$ cat config.mk
export PLATFORM = sky130hd
export DESIGN_NAME = strap_option_latch
export DESIGN_NICKNAME = d
export VERILOG_FILES = /design/src/hw/cfg_field_bit.v /design/src/hw/strap_option_latch.v
export VERILOG_INCLUDE_DIRS = /design/src /design/src/hw
export SDC_FILE = /design/constraint.sdc
export NUM_CORES = 1
export LEC_CHECK = 0
export BUFFER_PORTS_ARGS = -buffer_cell sky130_fd_sc_hd__buf_2
export CORE_ASPECT_RATIO = 0.7
export CORE_MARGIN = 4
export CORE_UTILIZATION = 35
export CTS_BUF_LIST = sky130_fd_sc_hd__clkbuf_16
export CTS_CLUSTER_DIAMETER = 50
export DETAILED_ROUTE_END_ITERATION = 6
export PLACE_DENSITY = 0.69
export REMOVE_ABC_BUFFERS = 1
export SLEW_MARGIN = 20
export SYNTH_ARGS = -nofsm -noshare
export SYNTH_HDL_FRONTEND = slang
export SYNTH_SLANG_ARGS = --single-unit
$ cat constraint.sdc
create_clock -name clk_in -period 1.8 [get_ports clk_in]
set_input_delay 0.36 -clock clk_in [delete_from_list [all_inputs] [get_ports clk_in]]
set_output_delay 0.36 -clock clk_in [all_outputs]
set_load 0.05 [all_outputs]
$ cat src/hw/strap_consts.vh
`ifndef STRAP_CONSTS_VH
`define STRAP_CONSTS_VH

// ==========================================================================
// Register map (byte addresses on the plain register port)
`define ADDR_CFG          8'h00
`define ADDR_STRAP        8'h04
`define ADDR_STATUS       8'h08
`define ADDR_BUS_SEL      8'h0C

// ==========================================================================
// Configuration field positions, one bit each
`define CFG_W             11
`define F_MDIX_DIS        0
`define F_P5_FC_EN        1
`define F_P5_BP_EN        2
`define F_DROP_EXC_COL    3
`define F_AGGR_BACKOFF    4
`define F_BIG_FRAME       5
`define F_P4_FORCE_FD     6
`define F_P4_FORCE_FC     7
`define F_HOST_FC_EN      8
`define F_HOST_HALF       9
`define F_HOST_10M        10

// Fields whose meaning is the inverse of the strap level.
// Equals the field values with every strap pulled down.
`define CFG_INV_MASK      11'h00A
`define CFG_RESET         11'h00A

// ==========================================================================
// Pins and status
`define PIN_W             10
`define STRAP_W           11
`define ST_DEFAULTS_ONLY  0
`define ST_BUS_SEL_LSB    1
`define ST_CAPTURED       3
`define BUS_SEL_W         2
`define BUS_SEL_RESET     2'h0

// ==========================================================================
// Largest frame lengths in bytes
`define MAX_LEN_STD       11'h5F2
`define MAX_LEN_BIG       11'h600

`endif

$ cat src/hw/cfg_field_bit.v
`include "strap_consts.vh"

// One configuration bit: strap value at reset release, software afterwards
module cfg_field_bit #(
  parameter [0:0] RESET_VAL = 1'h0
) (
  input  wire clk_in,
  input  wire srst_in,
  input  wire ce_in,
  input  wire load_in,
  input  wire load_val_in,
  input  wire wr_in,
  input  wire wr_val_in,
  output wire q_out
);

  reg field_q;

  // ========================================================================
  // Storage
  // Capture wins over a write in the release cycle, so the strap is
  // always applied once before software can override it.
  always @(posedge clk_in) begin
    if (srst_in) begin
      field_q <= RESET_VAL;
    end else if (ce_in) begin
      if (load_in) begin
        field_q <= load_val_in;
      end else if (wr_in) begin
        field_q <= wr_val_in;
      end
    end
  end

  assign q_out = field_q;

endmodule

$ cat src/hw/strap_option_latch.v
`include "strap_consts.vh"

module strap_option_latch (
  input  wire                    clk_in,
  input  wire                    srst_in,
  input  wire                    ce_in,
  // Register port
  input  wire [7:0]              addr_in,
  input  wire [31:0]             wdata_in,
  input  wire                    wr_in,
  input  wire                    rd_in,
  output reg  [31:0]             rdata_out,
  // Strap-only input pin
  input  wire                    auto_crossover_disable_strap_in,
  // Shared strap pins, bit 0 upward: phy rx3,rx2,rx1,rx0,rxer,crs,col,
  // then host rx3,rx2,rx1
  input  wire [`PIN_W-1:0]       strap_pin_in,
  output reg  [`PIN_W-1:0]       strap_pin_drv_out,
  output wire [`PIN_W-1:0]       strap_pin_oe_out,
  output wire                    pulldown_en_out,
  input  wire [`PIN_W-1:0]       pin_func_data_in,
  // Presence of a configuration source
  input  wire                    cfg_mem_present_in,
  input  wire                    mcu_present_in,
  output reg                     defaults_only_out,
  output wire [`BUS_SEL_W-1:0]   serial_bus_select_out,
  // Configuration
  output wire                    auto_mdix_disable_out,
  output wire                    phy5_flowctl_en_out,
  output wire                    phy5_backpressure_en_out,
  output wire                    drop_excess_col_out,
  output wire                    aggr_backoff_en_out,
  output wire                    big_frame_en_out,
  output reg  [10:0]             max_frame_len_out,
  output wire                    port4_force_full_out,
  output wire                    port4_force_fc_out,
  output wire                    host_fc_en_out,
  output wire                    host_half_duplex_out,
  output wire                    host_10m_out
);

  // ========================================================================
  // Reset tracking
  reg                      in_reset_q;
  reg                      captured_q;
  reg  [`STRAP_W-1:0]      strap_q;
  reg  [`BUS_SEL_W-1:0]    bus_sel_q;
  wire                     capture;
  wire [`STRAP_W-1:0]      strap_now;
  wire [`CFG_W-1:0]        cfg_load;
  wire [`CFG_W-1:0]        cfg_q;
  wire                     wr_cfg;
  wire                     wr_bus_sel;

  // Both power-on and warm reset arrive as srst_in; each release
  // re-runs the capture.
  always @(posedge clk_in) begin
    if (srst_in) begin
      in_reset_q <= 1'h1;
    end else if (ce_in) begin
      in_reset_q <= 1'h0;
    end
  end

  assign capture = ce_in & ~srst_in & in_reset_q;

  // ========================================================================
  // Shared pin direction
  // Pins stay inputs through the capture cycle itself, so the level
  // sampled is the board resistor, never our own drive.
  assign strap_pin_oe_out = {`PIN_W{~in_reset_q}};
  assign pulldown_en_out  = in_reset_q;

  always @(posedge clk_in) begin
    if (srst_in) begin
      strap_pin_drv_out <= {`PIN_W{1'h0}};
    end else if (ce_in) begin
      strap_pin_drv_out <= pin_func_data_in;
    end
  end

  // ========================================================================
  // Strap capture
  assign strap_now = {strap_pin_in, auto_crossover_disable_strap_in};

  // Inverted fields make a pulled-down pin give the default value.
  assign cfg_load = strap_now ^ `CFG_INV_MASK;

  always @(posedge clk_in) begin
    if (srst_in) begin
      strap_q    <= {`STRAP_W{1'h0}};
      captured_q <= 1'h0;
    end else if (ce_in) begin
      if (capture) begin
        strap_q    <= strap_now;
        captured_q <= 1'h1;
      end
    end
  end

  // ========================================================================
  // Configuration fields
  assign wr_cfg     = wr_in & (addr_in == `ADDR_CFG);
  assign wr_bus_sel = wr_in & (addr_in == `ADDR_BUS_SEL);

  // Each field takes its own bit of the reset word
  localparam [`CFG_W-1:0] CFG_RST = `CFG_RESET;

  cfg_field_bit #(.RESET_VAL(CFG_RST[`F_MDIX_DIS])) u_mdix_dis (
    .clk_in      (clk_in),
    .srst_in     (srst_in),
    .ce_in       (ce_in),
    .load_in     (capture),
    .load_val_in (cfg_load[`F_MDIX_DIS]),
    .wr_in       (wr_cfg),
    .wr_val_in   (wdata_in[`F_MDIX_DIS]),
    .q_out       (cfg_q[`F_MDIX_DIS])
  );

  cfg_field_bit #(.RESET_VAL(CFG_RST[`F_P5_FC_EN])) u_p5_fc_en (
    .clk_in      (clk_in),
    .srst_in     (srst_in),
    .ce_in       (ce_in),
    .load_in     (capture),
    .load_val_in (cfg_load[`F_P5_FC_EN]),
    .wr_in       (wr_cfg),
    .wr_val_in   (wdata_in[`F_P5_FC_EN]),
    .q_out       (cfg_q[`F_P5_FC_EN])
  );

  cfg_field_bit #(.RESET_VAL(CFG_RST[`F_P5_BP_EN])) u_p5_bp_en (
    .clk_in      (clk_in),
    .srst_in     (srst_in),
    .ce_in       (ce_in),
    .load_in     (capture),
    .load_val_in (cfg_load[`F_P5_BP_EN]),
    .wr_in       (wr_cfg),
    .wr_val_in   (wdata_in[`F_P5_BP_EN]),
    .q_out       (cfg_q[`F_P5_BP_EN])
  );

  cfg_field_bit #(.RESET_VAL(CFG_RST[`F_DROP_EXC_COL])) u_drop_exc_col (
    .clk_in      (clk_in),
    .srst_in     (srst_in),
    .ce_in       (ce_in),
    .load_in     (capture),
    .load_val_in (cfg_load[`F_DROP_EXC_COL]),
    .wr_in       (wr_cfg),
    .wr_val_in   (wdata_in[`F_DROP_EXC_COL]),
    .q_out       (cfg_q[`F_DROP_EXC_COL])
  );

  cfg_field_bit #(.RESET_VAL(CFG_RST[`F_AGGR_BACKOFF])) u_aggr_backoff (
    .clk_in      (clk_in),
    .srst_in     (srst_in),
    .ce_in       (ce_in),
    .load_in     (capture),
    .load_val_in (cfg_load[`F_AGGR_BACKOFF]),
    .wr_in       (wr_cfg),
    .wr_val_in   (wdata_in[`F_AGGR_BACKOFF]),
    .q_out       (cfg_q[`F_AGGR_BACKOFF])
  );

  cfg_field_bit #(.RESET_VAL(CFG_RST[`F_BIG_FRAME])) u_big_frame (
    .clk_in      (clk_in),
    .srst_in     (srst_in),
    .ce_in       (ce_in),
    .load_in     (capture),
    .load_val_in (cfg_load[`F_BIG_FRAME]),
    .wr_in       (wr_cfg),
    .wr_val_in   (wdata_in[`F_BIG_FRAME]),
    .q_out       (cfg_q[`F_BIG_FRAME])
  );

  cfg_field_bit #(.RESET_VAL(CFG_RST[`F_P4_FORCE_FD])) u_p4_force_fd (
    .clk_in      (clk_in),
    .srst_in     (srst_in),
    .ce_in       (ce_in),
    .load_in     (capture),
    .load_val_in (cfg_load[`F_P4_FORCE_FD]),
    .wr_in       (wr_cfg),
    .wr_val_in   (wdata_in[`F_P4_FORCE_FD]),
    .q_out       (cfg_q[`F_P4_FORCE_FD])
  );

  cfg_field_bit #(.RESET_VAL(CFG_RST[`F_P4_FORCE_FC])) u_p4_force_fc (
    .clk_in      (clk_in),
    .srst_in     (srst_in),
    .ce_in       (ce_in),
    .load_in     (capture),
    .load_val_in (cfg_load[`F_P4_FORCE_FC]),
    .wr_in       (wr_cfg),
    .wr_val_in   (wdata_in[`F_P4_FORCE_FC]),
    .q_out       (cfg_q[`F_P4_FORCE_FC])
  );

  cfg_field_bit #(.RESET_VAL(CFG_RST[`F_HOST_FC_EN])) u_host_fc_en (
    .clk_in      (clk_in),
    .srst_in     (srst_in),
    .ce_in       (ce_in),
    .load_in     (capture),
    .load_val_in (cfg_load[`F_HOST_FC_EN]),
    .wr_in       (wr_cfg),
    .wr_val_in   (wdata_in[`F_HOST_FC_EN]),
    .q_out       (cfg_q[`F_HOST_FC_EN])
  );

  cfg_field_bit #(.RESET_VAL(CFG_RST[`F_HOST_HALF])) u_host_half (
    .clk_in      (clk_in),
    .srst_in     (srst_in),
    .ce_in       (ce_in),
    .load_in     (capture),
    .load_val_in (cfg_load[`F_HOST_HALF]),
    .wr_in       (wr_cfg),
    .wr_val_in   (wdata_in[`F_HOST_HALF]),
    .q_out       (cfg_q[`F_HOST_HALF])
  );

  cfg_field_bit #(.RESET_VAL(CFG_RST[`F_HOST_10M])) u_host_10m (
    .clk_in      (clk_in),
    .srst_in     (srst_in),
    .ce_in       (ce_in),
    .load_in     (capture),
    .load_val_in (cfg_load[`F_HOST_10M]),
    .wr_in       (wr_cfg),
    .wr_val_in   (wdata_in[`F_HOST_10M]),
    .q_out       (cfg_q[`F_HOST_10M])
  );

  assign auto_mdix_disable_out    = cfg_q[`F_MDIX_DIS];
  assign phy5_flowctl_en_out      = cfg_q[`F_P5_FC_EN];
  assign phy5_backpressure_en_out = cfg_q[`F_P5_BP_EN];
  assign drop_excess_col_out      = cfg_q[`F_DROP_EXC_COL];
  assign aggr_backoff_en_out      = cfg_q[`F_AGGR_BACKOFF];
  assign big_frame_en_out         = cfg_q[`F_BIG_FRAME];
  assign port4_force_full_out     = cfg_q[`F_P4_FORCE_FD];
  assign port4_force_fc_out       = cfg_q[`F_P4_FORCE_FC];
  assign host_fc_en_out           = cfg_q[`F_HOST_FC_EN];
  assign host_half_duplex_out     = cfg_q[`F_HOST_HALF];
  assign host_10m_out             = cfg_q[`F_HOST_10M];

  // Frame length follows the field one cycle later; the limit is the
  // tagged length, untagged frames are checked at 4 bytes less downstream.
  always @(posedge clk_in) begin
    if (srst_in) begin
      max_frame_len_out <= `MAX_LEN_STD;
    end else if (ce_in) begin
      if (cfg_q[`F_BIG_FRAME]) begin
        max_frame_len_out <= `MAX_LEN_BIG;
      end else begin
        max_frame_len_out <= `MAX_LEN_STD;
      end
    end
  end

  // ========================================================================
  // Configuration source
  // Only a stand-alone switch relies on the straps alone; a memory or
  // controller may rewrite the fields through the register port.
  always @(posedge clk_in) begin
    if (srst_in) begin
      defaults_only_out <= 1'h0;
    end else if (ce_in) begin
      defaults_only_out <= ~cfg_mem_present_in &
                           ~mcu_present_in;
    end
  end

  always @(posedge clk_in) begin
    if (srst_in) begin
      bus_sel_q <= `BUS_SEL_RESET;
    end else if (ce_in) begin
      if (wr_bus_sel) begin
        bus_sel_q <= wdata_in[`BUS_SEL_W-1:0];
      end
    end
  end

  assign serial_bus_select_out = bus_sel_q;

  // ========================================================================
  // Register read
  always @(posedge clk_in) begin
    if (srst_in) begin
      rdata_out <= 32'h00000000;
    end else if (ce_in) begin
      if (!rd_in) begin
        rdata_out <= 32'h00000000;
      end else if (addr_in == `ADDR_CFG) begin
        rdata_out <= {{(32-`CFG_W){1'h0}}, cfg_q};
      end else if (addr_in == `ADDR_STRAP) begin
        rdata_out <= {{(32-`STRAP_W){1'h0}}, strap_q};
      end else if (addr_in == `ADDR_STATUS) begin
        rdata_out <= {28'h0000000, captured_q, bus_sel_q,
                      defaults_only_out};
      end else if (addr_in == `ADDR_BUS_SEL) begin
        rdata_out <= {30'h00000000, bus_sel_q};
      end else begin
        rdata_out <= 32'h00000000;
      end
    end
  end

endmodule

==> run metrics <==
first-pass GRT wire length=9150 microns; Post-CTS Hold Buffers=0; WP data arrival=1.85 ns; via count=2,015; total grt overflow=0; starting density of the core=0.359; final design utilization=0.456; register bit total from synthesis=50; CP Launch Type=input port; worst hold start=pin_func_data_in[7]; Ys Warns=0; drt wl/cell=13.1 microns; Fin. Hold Viols=0; footprint of the multi-input gates=1130 sq um; Lkg Pwr=1.45 nW; kind of critical path=input port to flop; Tot Pwr=2.89 mW; I/O pin count=146; register area=1000 sq um; PortBufs=99; clk_lat worst skew=0.29 ns; RSZ-0062 raised after global routing=false; commonest non-fill, non-tap cell in the layout=buf_2; largest net degree at the start of global routing=53; Cells after Synth=270; Pwr Density=943 nW/um^2; Vias per Instance=4.43; die height=77.5 microns; fin cells=455; kind of end point of the critical path=flop; initial antenna violation count=0; post-DP HPWL=4310 microns; Die X=107 microns; maxcap violations=0; clk sinks=50; DRC violations left=0; Pre-antenna DRT Iters=5; Core Area=6730 sq um; achievable frequency=0.607 GHz; worst setup skew after layout=0.00645 ns; Synth Area per Inst=8.93 sq um; total track usage=0.139; number of diodes=0; maximum vdd drop=0.000381 V; final setup vio count=0; CTS Root Cell=clkbuf_16; DR iter-0 viols=42; post-CTS setup buffer count=0; most frequent cells in the layout=buf_2, dfxtp_1, nor2_1; dpl cell area=2900 sq um; Clock power frac=0.373; internal power=1.98 mW; Post-Syn Area=2410 sq um; Clk pin slew, worst setup/hold paths=0.07 ns; Placement Rows=25; WL final=5960 microns; Required @ worst endpoint=2.00 ns; post-cts sizing count=0; register area share after synthesis=0.415; r2r startpoint=pulldown_en_out; CTS buffer count=5; Worst Path Max Fanout=21; die area=8310 sq um; nets=428; Switching Share=0.316; H-tree depth=2; gp weighted congestion=0.748; fin crit period=1.65 ns; status=finished, final reports clean; P&R area growth vs syn=27.1%; Flop pwr share=0.409; Layout fillers=692; critical path startpoint=addr_in[5]; Post-Layout Inst Area=3070 sq um; maximum clock path buffer count=2; Routed Antenna Nets=0; layout cells sized above 1=0.399; Psw=0.913 mW; min-delay worst type=input port to flop; dpl cells=447; number of global-route vias before repair=1,866; count of cell types in the netlist=28; CTS tree=built; Logic pwr share=0.218; setup_tns=0 ns; Tcrit/Tclk final=0.915; Slew Viols, Final=0
[sequential cells by signal, summed over array words and instances (netlist names), 2 cells and up]
| name | flops |
|---|---|
| max_frame_len_out | 2 |
| rdata_out | 11 |
| serial_bus_select_out | 2 |
| strap_pin_drv_out | 10 |
| strap_q | 11 |
[power groups by stage]
stage | Combinational, mW | Sequential (mW) | Clock (mW)
2_1_floorplan | 0.305 | 1.33 | 0
3_3_place_gp | 0.626 | 1.21 | 0
3_5_place_dp | 0.632 | 1.21 | 0
4_1_cts | 0.633 | 1.18 | 1.11
5_1_grt | 0.670 | 1.19 | 1.16
6_report | 0.630 | 1.18 | 1.08
[kinds of logic (layout without fill, tap and decap cells)]
logic type / count (synthesis) / count (layout) / synth area share
other: 2 / 25 / 0.00311
flip-flops: 50 / 50 / 0.415
AND/OR/NAND/NOR: 97 / 97 / 0.186
AO/OA/AOI/OAI: 41 / 41 / 0.131
buffers and inverters: 56 / 124 / 0.151
multiplexers: 24 / 24 / 0.114
[path summary, 6_finish.rpt]
check / slack [ns] / cells after the start / end
setup / recovery: 0.15 / 6 / u_p4_force_fc.q_out
hold / removal: 0.30 / 3 / strap_pin_drv_out[7]
setup reg to reg: 0.52 / 5 / u_p4_force_fc.q_out
hold reg to reg: 0.46 / 2 / strap_q[5]
[worst max-delay path: stages]
cell	delay [ns]
buf_2	0.10
or4_4	0.57
o32ai_4	0.32
buf_12	0.21
nor2_1	0.06
a311oi_2	0.22
[metrics by stage]
stage	hold slack, ns	setup WS, ns
3_5_place_dp	0.446	-0.156
3_3_place_gp	0.439	-0.119
2_1_floorplan	0.427	-1.97
4_1_cts	0.301	0.149
5_1_grt	0.302	0.0557
6_report	0.301	0.154
[area by class of cell]
cell class | count | area share
Timing Repair Buffer | 115 | 0.209
Multi-Input combinational cell | 187 | 0.369
Clock buffer | 5 | 0.0408
Inverter | 1 | 0.00122
Clock inverter | 3 | 0.0147
Sequential cell | 50 | 0.327
Tap cell | 94 | 0.0384
[metal layers]
layer / wire, microns / track usage / vias up
met5: 0 / 0 / -
met4: 51 / 0.0345 / 0
met3: 422 / 0.0374 / 7
met2: 2680 / 0.213 / 66
met1: 2810 / 0.193 / 925
li1: - / - / 1017
[synthesized netlist by cell type]
cell type / instances / share of area
nand2b_1: 4 / 0.010
mux2_2: 7 / 0.033
clkbuf_1: 12 / 0.019
a21oi_1: 27 / 0.056
nor2b_1: 12 / 0.031
o2bb2ai_1: 2 / 0.0073
buf_2: 1 / 0.0021
buf_1: 2 / 0.0031
a311oi_1: 2 / 0.0073
or4_4: 1 / 0.0047
mux4_2: 2 / 0.019
nor4_4: 1 / 0.0088
nor2_1: 36 / 0.056
buf_6: 1 / 0.0047
nand2_1: 35 / 0.054
nand4bb_1: 1 / 0.0047
o32ai_4: 1 / 0.011
o21ai_0: 1 / 0.0021
buf_4: 39 / 0.12
inv_1: 1 / 0.0016
a311oi_2: 7 / 0.044
and2_1: 1 / 0.0026
dfxtp_1: 50 / 0.41
or2_2: 2 / 0.0052
conb_1: 2 / 0.0031
mux2i_1: 15 / 0.062
o21bai_1: 1 / 0.0031
nor3_1: 4 / 0.0083
No activity file was read; power rests on OpenSTA's default activity.
